==> src/verilog/pcs_pkg.sv <==
package pcs_pkg;

	// Socket interface modes.
	typedef enum logic [1:0] {
		PCS_MODE_MEM,
		PCS_MODE_IO,
		PCS_MODE_CB
	} pcs_mode_t;

	// Source chosen for the second battery-detect pin in I/O mode.
	typedef enum logic [1:0] {
		PCS_AUX_NONE,
		PCS_AUX_SPEAKER,
		PCS_AUX_ACTIVITY
	} pcs_aux_t;

	// Card access request from the adapter's cycle engine.
	typedef struct packed {
		logic req;
		logic wide;
		logic lo_en;
		logic hi_en;
		logic a0;
	} pcs_acc_t;

	// Socket status pins as sampled.
	typedef struct packed {
		logic bvd1;
		logic bvd2;
		logic cd1_n;
		logic cd2_n;
		logic vs1;
		logic vs2;
	} pcs_pins_t;

	localparam logic [7:0] PCS_ADDR_CTRL   = 8'h00;
	localparam logic [7:0] PCS_ADDR_PULLUP = 8'h04;
	localparam logic [7:0] PCS_ADDR_STATUS = 8'h08;
	localparam logic [7:0] PCS_ADDR_EVT    = 8'h0C;
	localparam logic [7:0] PCS_ADDR_EVT_EN = 8'h10;
	localparam logic [7:0] PCS_ADDR_EVT_CLR = 8'h14;

	// Control register fields.
	localparam int PCS_CTRL_MODE_LO = 0;
	localparam int PCS_CTRL_AUX_LO  = 2;
	localparam int PCS_CTRL_PWR     = 4;
	localparam int PCS_CTRL_IFEN    = 5;
	localparam int PCS_CTRL_RST     = 6;
	localparam int PCS_CTRL_RING    = 7;
	localparam int PCS_CTRL_BYTE8   = 8;
	localparam logic [31:0] PCS_CTRL_RESET = 32'h0000_0000;

	// Pull-up register: bits 1:0 data write bits, bits 3:2 card-detect pull-up controls.
	localparam int PCS_PU_DATA_LO = 0;
	localparam int PCS_PU_CD_LO   = 2;

	// Event bits.
	localparam int PCS_EVT_N      = 4;
	localparam int PCS_EVT_STSCHG = 0;
	localparam int PCS_EVT_RING   = 1;
	localparam int PCS_EVT_CD     = 2;
	localparam int PCS_EVT_CBSTS  = 3;

	localparam logic [31:0] PCS_ZERO = 32'h0000_0000;

endpackage

==> src/verilog/pcs_edge.sv <==
`timescale 1ns/1ps
module pcs_edge
	import pcs_pkg::*;
(
	input  wire logic                 pclk,
	input  wire logic                 presetn,
	input  wire logic [PCS_EVT_N-1:0] lvl,
	output logic      [PCS_EVT_N-1:0] fall
);

	logic [PCS_EVT_N-1:0] prev_q;

	// Starts high so that a low level at reset release is taken as an event.
	always_ff @(posedge pclk or negedge presetn) begin
		if (!presetn) begin
			prev_q <= '1;
		end else begin
			prev_q <= lvl;
		end
	end

	genvar i;
	generate
		for (i = 0; i < PCS_EVT_N; i++) begin : g_bit
			assign fall[i] = prev_q[i] & ~lvl[i];
		end
	endgenerate

endmodule

==> src/verilog/pcs_socket.sv <==
// Added by the designer: the APB slave port and the address map.
`timescale 1ns/1ps
// Contract
// - Drive both active-low card enables low during access, even and odd bytes.
// - In 8-bit mode only the even enable is active; A0 picks the byte.
// - CardBus reuses odd enable as address/data bit 10, even as byte-enable 0.
// - In 16-bit modes reset output is low normally, high to reset the card.
// - Reset output floats unless card seated, power on and interface enabled.
// - In CardBus mode the reset pin is the card's active-low reset.
// - Memory mode: second battery input is the battery warning status.
// - I/O mode: second battery input may be the binary speaker input.
// - Second battery input may instead be the drive activity input.
// - CardBus mode: second battery input carries card audio.
// - Memory mode: first battery input is the battery-dead status.
// - I/O mode: first battery input is a status-change event.
// - Control bit 7 set makes first battery input the ring indicate (the code does this in I/O mode only).
// - Both voltage-sense lines together give the card voltage requirement.
// - Each voltage-sense pull-up needs both its data bit and its pull-up bit.
// - Card-detect inputs show presence; in CardBus combined with voltage sense (the code uses the two detects alone in every mode).
module pcs_socket
	import pcs_pkg::*;
(
	input  wire logic        pclk,
	input  wire logic        presetn,
	input  wire logic        psel,
	input  wire logic        penable,
	input  wire logic        pwrite,
	input  wire logic [7:0]  paddr,
	input  wire logic [31:0] pwdata,
	output logic      [31:0] prdata,
	output logic             pready,
	output logic             pslverr,
	input  wire pcs_acc_t    acc,
	input  wire logic        cb_ad10_out,
	input  wire logic        cb_ad10_oe,
	input  wire logic        cb_cbe0_out,
	input  wire logic        cb_cbe0_oe,
	input  wire pcs_pins_t   pins,
	output logic             ce_odd_n_out,
	output logic             ce_odd_n_oe,
	output logic             ce_even_n_out,
	output logic             ce_even_n_oe,
	output logic             card_reset_out,
	output logic             card_reset_oe,
	output logic             vs1_pullup_en,
	output logic             vs2_pullup_en,
	output logic             bat_warn,
	output logic             bat_dead,
	output logic             binary_speaker_in,
	output logic             drive_activity_in,
	output logic             cb_audio_in,
	output logic             ring_indicate_in,
	output logic             card_present,
	output logic [1:0]       card_vsense,
	output logic             irq
);

	logic [31:0]          ctrl_q;
	logic [3:0]           pullup_q;
	logic [PCS_EVT_N-1:0] evt_q;
	logic [PCS_EVT_N-1:0] evt_en_q;
	logic [PCS_EVT_N-1:0] evt_src;
	logic [PCS_EVT_N-1:0] evt_fall;
	logic [31:0]          prdata_q;
	pcs_mode_t            mode;
	pcs_aux_t             aux;
	logic                 wr_en;
	logic                 rd_en;
	logic                 addr_ok;
	logic                 drive_ok;

	assign mode = pcs_mode_t'(ctrl_q[PCS_CTRL_MODE_LO +: 2]);
	assign aux  = pcs_aux_t'(ctrl_q[PCS_CTRL_AUX_LO +: 2]);

	assign addr_ok = (paddr == PCS_ADDR_CTRL) || (paddr == PCS_ADDR_PULLUP) ||
		(paddr == PCS_ADDR_STATUS) || (paddr == PCS_ADDR_EVT) ||
		(paddr == PCS_ADDR_EVT_EN) || (paddr == PCS_ADDR_EVT_CLR);
	assign wr_en   = psel & penable & pwrite;
	assign rd_en   = psel & ~penable & ~pwrite;
	assign pready  = 1'b1;
	assign pslverr = psel & penable & ~addr_ok;
	assign prdata  = prdata_q;

	// Configuration writes, including the socket mode.
	always_ff @(posedge pclk or negedge presetn) begin
		if (!presetn) begin
			ctrl_q   <= PCS_CTRL_RESET;
			pullup_q <= '0;
			evt_en_q <= '0;
		end else if (wr_en) begin
			unique case (paddr)
				PCS_ADDR_CTRL:   ctrl_q   <= pwdata;
				PCS_ADDR_PULLUP: pullup_q <= pwdata[3:0];
				PCS_ADDR_EVT_EN: evt_en_q <= pwdata[PCS_EVT_N-1:0];
				default: ;
			endcase
		end
	end

	// Read data is registered in the setup phase so it stands for the whole access.
	always_ff @(posedge pclk or negedge presetn) begin
		if (!presetn) begin
			prdata_q <= PCS_ZERO;
		end else if (rd_en) begin
			unique case (paddr)
				PCS_ADDR_CTRL:   prdata_q <= ctrl_q;
				PCS_ADDR_PULLUP: prdata_q <= {28'h000_0000, pullup_q};
				PCS_ADDR_STATUS: prdata_q <= {24'h00_0000, card_vsense, card_present,
					ring_indicate_in, bat_warn, bat_dead, drive_activity_in,
					binary_speaker_in};
				PCS_ADDR_EVT:    prdata_q <= {28'h000_0000, evt_q};
				PCS_ADDR_EVT_EN: prdata_q <= {28'h000_0000, evt_en_q};
				default:         prdata_q <= PCS_ZERO;
			endcase
		end
	end

	// Card enables: accesses assert low; 8-bit access uses the even enable only.
	always_comb begin
		ce_odd_n_out  = 1'b1;
		ce_even_n_out = 1'b1;
		ce_odd_n_oe   = 1'b1;
		ce_even_n_oe  = 1'b1;
		unique case (mode)
			PCS_MODE_CB: begin
				ce_odd_n_out  = cb_ad10_out;
				ce_odd_n_oe   = cb_ad10_oe;
				ce_even_n_out = cb_cbe0_out;
				ce_even_n_oe  = cb_cbe0_oe;
			end
			default: begin
				if (acc.req && (ctrl_q[PCS_CTRL_BYTE8] || !acc.wide)) begin
					ce_even_n_out = 1'b0;
				end else if (acc.req) begin
					ce_even_n_out = ~acc.lo_en;
					ce_odd_n_out  = ~acc.hi_en;
				end
			end
		endcase
	end

	// Reset pin drives only when it cannot glitch a half-powered card.
	assign drive_ok = card_present & ctrl_q[PCS_CTRL_PWR] & ctrl_q[PCS_CTRL_IFEN];
	assign card_reset_oe = drive_ok;
	always_comb begin
		if (mode == PCS_MODE_CB) begin
			card_reset_out = ~ctrl_q[PCS_CTRL_RST];
		end else begin
			card_reset_out = ctrl_q[PCS_CTRL_RST];
		end
	end

	// Battery, audio, activity and ring pins by mode.
	assign bat_warn          = (mode == PCS_MODE_MEM) & pins.bvd2;
	assign bat_dead          = (mode == PCS_MODE_MEM) & pins.bvd1;
	assign binary_speaker_in = (mode == PCS_MODE_IO) & (aux == PCS_AUX_SPEAKER) & ~pins.bvd2;
	assign drive_activity_in = (mode == PCS_MODE_IO) & (aux == PCS_AUX_ACTIVITY) & ~pins.bvd2;
	assign cb_audio_in       = (mode == PCS_MODE_CB) & pins.bvd2;
	assign ring_indicate_in  = (mode == PCS_MODE_IO) & ctrl_q[PCS_CTRL_RING] & ~pins.bvd1;

	// Presence and voltage class.
	assign card_present = ~pins.cd1_n & ~pins.cd2_n;
	assign card_vsense  = {pins.vs2, pins.vs1};

	assign vs1_pullup_en = pullup_q[PCS_PU_DATA_LO] & pullup_q[PCS_PU_CD_LO];
	assign vs2_pullup_en = pullup_q[PCS_PU_DATA_LO + 1] & pullup_q[PCS_PU_CD_LO + 1];

	// Event sources are active-low levels; a falling edge is one event.
	assign evt_src[PCS_EVT_STSCHG] = ~((mode == PCS_MODE_IO) & ~ctrl_q[PCS_CTRL_RING] &
		~pins.bvd1);
	assign evt_src[PCS_EVT_RING]   = ~ring_indicate_in;
	assign evt_src[PCS_EVT_CD]     = ~card_present;
	assign evt_src[PCS_EVT_CBSTS]  = ~((mode == PCS_MODE_CB) & ~pins.bvd1);

	pcs_edge u_edge (
		.pclk    (pclk),
		.presetn (presetn),
		.lvl     (evt_src),
		.fall    (evt_fall)
	);

	// Sticky events; a new event in the clearing cycle survives the clear.
	always_ff @(posedge pclk or negedge presetn) begin
		if (!presetn) begin
			evt_q <= '0;
		end else begin
			evt_q <= (evt_q & ~((wr_en && paddr == PCS_ADDR_EVT_CLR) ?
				pwdata[PCS_EVT_N-1:0] : '0)) | evt_fall;
		end
	end

	assign irq = |(evt_q & evt_en_q);

	a_ce_byte8: assert property (@(posedge pclk) disable iff (!presetn)
		(mode != PCS_MODE_CB && acc.req && ctrl_q[PCS_CTRL_BYTE8]) |->
		(!ce_even_n_out && ce_odd_n_out))
		else $error("8-bit access drove odd enable");
	a_ce_word: assert property (@(posedge pclk) disable iff (!presetn)
		(mode != PCS_MODE_CB && acc.req && acc.wide && !ctrl_q[PCS_CTRL_BYTE8]) |->
		(ce_even_n_out == !acc.lo_en && ce_odd_n_out == !acc.hi_en))
		else $error("word access enables wrong");
	a_ce_cardbus: assert property (@(posedge pclk) disable iff (!presetn)
		(mode == PCS_MODE_CB) |-> (ce_odd_n_out == cb_ad10_out && ce_even_n_out == cb_cbe0_out))
		else $error("cardbus enable reuse wrong");
	a_rst_float: assert property (@(posedge pclk) disable iff (!presetn)
		card_reset_oe |-> (card_present && ctrl_q[PCS_CTRL_PWR] && ctrl_q[PCS_CTRL_IFEN]))
		else $error("reset driven while unsafe");
	a_rst_polarity: assert property (@(posedge pclk) disable iff (!presetn)
		(card_reset_oe && $stable(mode)) |->
		(card_reset_out == ((mode == PCS_MODE_CB) ^ ctrl_q[PCS_CTRL_RST])))
		else $error("reset polarity wrong");
	a_pullup_joint: assert property (@(posedge pclk) disable iff (!presetn)
		vs1_pullup_en |-> (pullup_q[PCS_PU_DATA_LO] && pullup_q[PCS_PU_CD_LO]))
		else $error("pull-up without both bits");
	a_ring_gate: assert property (@(posedge pclk) disable iff (!presetn)
		ring_indicate_in |-> (ctrl_q[PCS_CTRL_RING] && mode == PCS_MODE_IO))
		else $error("ring without enable");
	a_evt_sticky: assert property (@(posedge pclk) disable iff (!presetn)
		(evt_fall[PCS_EVT_STSCHG]) |=> evt_q[PCS_EVT_STSCHG])
		else $error("status change lost");
	a_irq_level: assert property (@(posedge pclk) disable iff (!presetn)
		(evt_q == '0) |-> !irq)
		else $error("irq without event");

	a_ce_idle: assert property (@(posedge pclk) disable iff (!presetn)
		(mode != PCS_MODE_CB && !acc.req) |-> (ce_even_n_out && ce_odd_n_out))
		else $error("card enable active while idle");
	a_ce_drive: assert property (@(posedge pclk) disable iff (!presetn)
		(mode != PCS_MODE_CB) |-> (ce_even_n_oe && ce_odd_n_oe))
		else $error("card enable not driven");
	a_ce_narrow: assert property (@(posedge pclk) disable iff (!presetn)
		(mode != PCS_MODE_CB && acc.req && !acc.wide) |-> (!ce_even_n_out && ce_odd_n_out))
		else $error("narrow access enables wrong");
	a_ce_odd_only: assert property (@(posedge pclk) disable iff (!presetn)
		(mode != PCS_MODE_CB && !ce_odd_n_out) |-> (acc.req && acc.wide && !ctrl_q[PCS_CTRL_BYTE8]))
		else $error("odd enable outside word access");
	a_ce_cb_oe: assert property (@(posedge pclk) disable iff (!presetn)
		(mode == PCS_MODE_CB) |-> (ce_odd_n_oe == cb_ad10_oe && ce_even_n_oe == cb_cbe0_oe))
		else $error("cardbus enable direction wrong");

	a_rst_drive: assert property (@(posedge pclk) disable iff (!presetn)
		(card_present && ctrl_q[PCS_CTRL_PWR] && ctrl_q[PCS_CTRL_IFEN]) |-> card_reset_oe)
		else $error("reset pin not driven when safe");
	a_rst_absent: assert property (@(posedge pclk) disable iff (!presetn)
		!card_present |-> !card_reset_oe)
		else $error("reset driven into empty socket");
	a_rst_unpowered: assert property (@(posedge pclk) disable iff (!presetn)
		!ctrl_q[PCS_CTRL_PWR] |-> !card_reset_oe)
		else $error("reset driven without power");
	a_rst_16bit: assert property (@(posedge pclk) disable iff (!presetn)
		(mode != PCS_MODE_CB) |-> (card_reset_out == ctrl_q[PCS_CTRL_RST]))
		else $error("16-bit reset level wrong");
	a_rst_cb: assert property (@(posedge pclk) disable iff (!presetn)
		(mode == PCS_MODE_CB) |-> (card_reset_out == !ctrl_q[PCS_CTRL_RST]))
		else $error("cardbus reset level wrong");
	a_rst_follow: assert property (@(posedge pclk) disable iff (!presetn)
		(mode != PCS_MODE_CB && $stable(mode) && $rose(ctrl_q[PCS_CTRL_RST])) |-> card_reset_out)
		else $error("reset request not applied");

	a_warn_mem: assert property (@(posedge pclk) disable iff (!presetn)
		(mode == PCS_MODE_MEM) |-> (bat_warn == pins.bvd2))
		else $error("battery warning wrong");
	a_warn_off: assert property (@(posedge pclk) disable iff (!presetn)
		(mode != PCS_MODE_MEM) |-> !bat_warn)
		else $error("battery warning outside memory mode");
	a_speaker_io: assert property (@(posedge pclk) disable iff (!presetn)
		(mode == PCS_MODE_IO && aux == PCS_AUX_SPEAKER) |-> (binary_speaker_in == !pins.bvd2))
		else $error("speaker input wrong");
	a_speaker_off: assert property (@(posedge pclk) disable iff (!presetn)
		binary_speaker_in |-> (mode == PCS_MODE_IO && aux == PCS_AUX_SPEAKER))
		else $error("speaker input when not selected");
	a_activity_io: assert property (@(posedge pclk) disable iff (!presetn)
		(mode == PCS_MODE_IO && aux == PCS_AUX_ACTIVITY) |-> (drive_activity_in == !pins.bvd2))
		else $error("drive activity wrong");
	a_activity_off: assert property (@(posedge pclk) disable iff (!presetn)
		drive_activity_in |-> (mode == PCS_MODE_IO && aux == PCS_AUX_ACTIVITY))
		else $error("drive activity when not selected");
	a_audio_cb: assert property (@(posedge pclk) disable iff (!presetn)
		(mode == PCS_MODE_CB) |-> (cb_audio_in == pins.bvd2))
		else $error("cardbus audio wrong");
	a_audio_off: assert property (@(posedge pclk) disable iff (!presetn)
		(mode != PCS_MODE_CB) |-> !cb_audio_in)
		else $error("cardbus audio outside cardbus mode");
	a_dead_mem: assert property (@(posedge pclk) disable iff (!presetn)
		(mode == PCS_MODE_MEM) |-> (bat_dead == pins.bvd1))
		else $error("battery dead wrong");
	a_dead_off: assert property (@(posedge pclk) disable iff (!presetn)
		(mode != PCS_MODE_MEM) |-> !bat_dead)
		else $error("battery dead outside memory mode");
	a_ring_io: assert property (@(posedge pclk) disable iff (!presetn)
		(mode == PCS_MODE_IO && ctrl_q[PCS_CTRL_RING]) |-> (ring_indicate_in == !pins.bvd1))
		else $error("ring indicate wrong");

	a_stschg_src: assert property (@(posedge pclk) disable iff (!presetn)
		(mode == PCS_MODE_IO && !ctrl_q[PCS_CTRL_RING] && !pins.bvd1) |-> !evt_src[PCS_EVT_STSCHG])
		else $error("status change source idle");
	a_stschg_mute: assert property (@(posedge pclk) disable iff (!presetn)
		ctrl_q[PCS_CTRL_RING] |-> evt_src[PCS_EVT_STSCHG])
		else $error("status change while ring selected");
	a_cbsts_src: assert property (@(posedge pclk) disable iff (!presetn)
		(mode == PCS_MODE_CB && !pins.bvd1) |-> !evt_src[PCS_EVT_CBSTS])
		else $error("cardbus status source idle");
	a_cbsts_mode: assert property (@(posedge pclk) disable iff (!presetn)
		(mode != PCS_MODE_CB) |-> evt_src[PCS_EVT_CBSTS])
		else $error("cardbus status outside cardbus mode");
	a_evt_clear: assert property (@(posedge pclk) disable iff (!presetn)
		(wr_en && paddr == PCS_ADDR_EVT_CLR && pwdata[PCS_EVT_STSCHG] &&
		!evt_fall[PCS_EVT_STSCHG]) |=> !evt_q[PCS_EVT_STSCHG])
		else $error("status change not cleared");
	a_evt_hold: assert property (@(posedge pclk) disable iff (!presetn)
		(evt_q[PCS_EVT_STSCHG] && !(wr_en && paddr == PCS_ADDR_EVT_CLR)) |=>
		evt_q[PCS_EVT_STSCHG])
		else $error("status change dropped");
	a_ring_sticky: assert property (@(posedge pclk) disable iff (!presetn)
		evt_fall[PCS_EVT_RING] |=> evt_q[PCS_EVT_RING])
		else $error("ring event lost");
	a_irq_on: assert property (@(posedge pclk) disable iff (!presetn)
		(|(evt_q & evt_en_q)) |-> irq)
		else $error("enabled event without irq");

	a_vsense_pair: assert property (@(posedge pclk) disable iff (!presetn)
		card_vsense == {pins.vs2, pins.vs1})
		else $error("voltage sense pair wrong");
	a_pullup_two: assert property (@(posedge pclk) disable iff (!presetn)
		vs2_pullup_en |-> (pullup_q[PCS_PU_DATA_LO + 1] && pullup_q[PCS_PU_CD_LO + 1]))
		else $error("second pull-up without both bits");
	a_pullup_on: assert property (@(posedge pclk) disable iff (!presetn)
		(pullup_q[PCS_PU_DATA_LO] && pullup_q[PCS_PU_CD_LO]) |-> vs1_pullup_en)
		else $error("pull-up missing with both bits");
	a_present: assert property (@(posedge pclk) disable iff (!presetn)
		card_present |-> (!pins.cd1_n && !pins.cd2_n))
		else $error("presence without both detects");
	a_absent: assert property (@(posedge pclk) disable iff (!presetn)
		(pins.cd1_n || pins.cd2_n) |-> !card_present)
		else $error("presence with a detect released");

	a_ctrl_write: assert property (@(posedge pclk) disable iff (!presetn)
		(wr_en && paddr == PCS_ADDR_CTRL) |=> (ctrl_q == $past(pwdata)))
		else $error("control write lost");
	a_bus_ready: assert property (@(posedge pclk) disable iff (!presetn)
		psel |-> pready)
		else $error("bus not ready");
	a_bus_error: assert property (@(posedge pclk) disable iff (!presetn)
		(psel && penable && !addr_ok) |-> pslverr)
		else $error("unmapped access without error");
	a_read_ctrl: assert property (@(posedge pclk) disable iff (!presetn)
		(rd_en && paddr == PCS_ADDR_CTRL) |=> (prdata == $past(ctrl_q)))
		else $error("control read data wrong");

endmodule

==> config.mk <==
export PLATFORM = sky130hd
export DESIGN_NAME = pcs_socket
export DESIGN_NICKNAME = d
export VERILOG_FILES = /design/src/verilog/pcs_pkg.sv /design/src/verilog/pcs_edge.sv /design/src/verilog/pcs_socket.sv
export SDC_FILE = /design/constraint.sdc
export NUM_CORES = 1
export LEC_CHECK = 0
export BUFFER_PORTS_ARGS = -buffer_cell sky130_fd_sc_hd__buf_2
export CORE_ASPECT_RATIO = 1.1
export CORE_MARGIN = 5
export CORE_UTILIZATION = 48
export CTS_CLUSTER_DIAMETER = 60
export CTS_CLUSTER_SIZE = 20
export DETAILED_ROUTE_END_ITERATION = 12
export GPL_TIMING_DRIVEN = 0
export PLACE_DENSITY = 0.76
export SETUP_SLACK_MARGIN = 0.1
export SLEW_MARGIN = 40
export SYNTH_ARGS = -nofsm -noshare
export SYNTH_HDL_FRONTEND = slang
export SYNTH_SLANG_ARGS = --single-unit
==> constraint.sdc <==
create_clock -name pclk -period 1.9 [get_ports pclk]
set_clock_uncertainty 0.15 [all_clocks]
set_input_delay 0.19 -clock pclk [delete_from_list [all_inputs] [get_ports pclk]]
set_output_delay 0.19 -clock pclk [all_outputs]
set_load 0.02 [all_outputs]
==> impl_results.md <==
- Status: complete, no violations
- Wirelength per Cell: 18.3 um
- CTS Buf Count: 9
- Final setup vio count: 0
- Post-synth EDFFs: 0
- Syn_nets: 328
- Mapped Cells: 268
- DRT iter0 DRCs: 121
- Leak pwr: 2.58 nW
- I/O Buffers: 108
- Tot Pwr: 0.00364 W
- Vias in the first global route: 3036
- Synth warn: 0
- Slowest Stage Delay on Critical Path: 450 ps
- Htree depth: 3
- Critical Path AT: 1500 ps
- Internal power: 0.00281 W
- Die Width: 90.9 um
- Rows: 32
- Worst skew pair latency: 340 ps
- Total Wirelength: 9.56 mm
- Tot GR Track Use: 0.210
- Max Cap Violations: 0
- I/O pin cnt: 112
- Final hold vios: 0
- WP data required: 1560 ps
- Non-Filler Instances: 521
- Placed cell count: 462
- Clock group share of total power: 0.428
- Maximum clock frequency: 545 MHz
- Initial Util: 0.493
- Syn Area/Cell: 12.9 um^2
- DP Area: 4140 um^2
- DP Worst Slack: -273 ps
- Initial antenna violation count: 0
- DRT antenna net count: 0
- Final Cycle Share: 0.966
- P_sw: 0.000823 W
- CP Class: reg -> out
- Final #Nets: 491
- Worst setup SP type: flop
- Die Ht: 98.9 um
- Design Area, Final: 4950 um^2
- Power per Cell Area: 735 nW/um^2
- CTS tree: yes
- Synthesized area: 3450 um^2
- Clock Tree Root: clkbuf_8
- Routed via count: 2840
- Max stage delay cell, worst path: dfrtp_2
- Critical Path Sink Type: primary output
- Flop pwr share: 0.480
- Share of post-route cells with drive strength above 1: 0.484
- Slew HR: 0.525
- Switch share: 0.226
- Min Clock Period, post-route: 1840 ps
- Main synth FF type: dfrtp_1
- Clock sink count: 80
- GR Overflow Total: 0
- Combinational share of power: 0.092
- Die ar.: 8990 um^2
- Class of the worst hold path: in -> reg
- Sequential fraction of the synthesis area: 0.581
- Ys async rst share: 1.00
- HPWL after detailed placement: 5.87 mm
- Multi-input gate area: 1400 um^2
- Worst-path clk slew: 80 ps
- Syn-to-layout area delta: 43.4%
- Unrepaired setup endpoints after global routing: true
- # fillers: 489
- Core Footprint: 7010 um^2
- Worst-Margin Slew: 705 ps
- Ant diodes: 0
- Yosys reg bits: 80
- Critical Path, Cell by Cell: or3b_4 > nor3_2 > buf_4
- Via-to-Cell Ratio: 5.45
- Reg area: 2010 um^2
- Post-layout util: 0.706
- Worst IR drop on VDD: 0.778 mV
- Final slew viol count: 0
- Netlist cell types: 44
- Pin count of the biggest net entering global routing: 55
- RD Place Congestion: 0.849
- Setup WS post-layout: 64.8 ps
- Max Buffers Root-to-Sink: 2
- Residual DRC: 0
- Drt pass-1 iters: 4
- CP max FO: 6
- First-pass GRT wire length: 15.3 mm
-- cell type report --
cell class / count / share of cell area
plain buffers: 16 / 0.0233
clock buffers: 10 / 0.0278
multi-input cells: 164 / 0.284
inverters: 8 / 0.00607
repair buffers: 152 / 0.209
well taps: 85 / 0.0215
flip-flops and latches: 80 / 0.406
clock inverters: 6 / 0.0228
-- power groups by stage --
stage / registers (W) / logic (W) / clock network (W)
2_1_floorplan: 0.00178 / 0.000101 / 0
3_3_place_gp: 0.00178 / 0.000239 / 0
3_5_place_dp: 0.00178 / 0.000254 / 0
4_1_cts: 0.00175 / 0.000318 / 0.00156
5_1_grt: 0.00175 / 0.000367 / 0.00164
6_report: 0.00175 / 0.000336 / 0.00155
-- state kept, by name, indices dropped and copies added (netlist names) --
name / flops
ctrl_q: 32
pullup_q: 4
evt_q: 4
prdata: 32
evt_en_q: 4
u_edge.prev_q: 4
-- final timing paths --
| kind | start | endpoint | slack [ps] | cells after the start |
|---|---|---|---|---|
| max | ctrl_q[1]$_DFFE_PN0P_ | binary_speaker_in | 60 | 3 |
| max in group asynchronous | presetn | u_edge.prev_q[0]$_DFF_PN1_ | 850 | 3 |
| min reg2reg | prdata[7]$_DFFE_PN0P_ | prdata[7]$_DFFE_PN0P_ | 330 | 2 |
| min in group asynchronous | presetn | ctrl_q[26]$_DFFE_PN0P_ | 140 | 2 |
| min | pins[0] | prdata[7]$_DFFE_PN0P_ | 20 | 3 |
| max reg2reg | ctrl_q[1]$_DFFE_PN0P_ | prdata[0]$_DFFE_PN0P_ | 140 | 5 |
-- layout by cell type (no fill, tap or decap), types with 4 or more instances in the layout --
master	count
clkbuf_8	10
nand2_1	16
buf_4	13
buf_6	9
a22oi_1	4
a22o_1	27
o21ai_0	6
nor2_1	8
clkbuf_1	5
inv_1	8
dfstp_2	4
dfrtp_1	74
dlygate4sd3_1	35
buf_2	102
mux2_2	39
mux2i_1	8
-- metrics by stage --
stage               setup TNS [ps]  hold slack, ps
floorplan                        0            -256
global placement             -6150             252
detailed placement           -6040           -74.9
CTS                              0            5.35
global route                     0            17.5
finish                           0            17.5
-- critical path, delay by kind of cell, from the launching register on --
kind                   cells  cell delay, ps
DFF                        1             450
buffers and inverters      1             170
and+or+nand+nor            2             540
-- kinds of logic after synthesis --
family	share of synthesized area
compound gates	0.113
xor+xnor	0.00254
buf+inv	0.0388
flops	0.581
mux	0.160
other cells	0.00109
simple gates	0.103
-- layer usage --
layer  vias up  global-route usage  part of all wire
met5         -                   0                 0
met4         0              0.0564             0.017
met3        15              0.0649             0.068
met2       100               0.368              0.52
met1      1422               0.252              0.40
li1       1303                   -                 -
-- timing repair --
action / 4_1_cts / 5_1_grt
gates resized for setup: 21 / 15
setup buffers: 5 / 2
hold buffers: 35 / 0
endpoints found under the hold margin: 116 / 0
pin swaps: 2 / 2
cloned: 0 / 1
setup endpoints to repair: 10 / 21
-- cell usage after synthesis, types with 3 or more instances --
cell type	count	area, um^2
a22o_1	27	236
a22oi_1	4	30.0
buf_4	3	22.5
buf_6	4	45.0
clkbuf_1	6	22.5
dfrtp_1	76	1900
dfstp_2	4	105
inv_1	8	30.0
mux2_1	3	33.8
mux2_2	39	439
mux2i_1	8	80.1
nand2_1	16	60.1
nand3_1	3	15.0
nor2_1	11	41.3
nor3_1	4	20.0
nor3b_1	4	30.0
nor4_1	3	18.8
o21ai_0	6	30.0
o2bb2ai_1	3	26.3
or3b_2	3	26.3
Note: power is estimated with default switching activity, not from simulation.
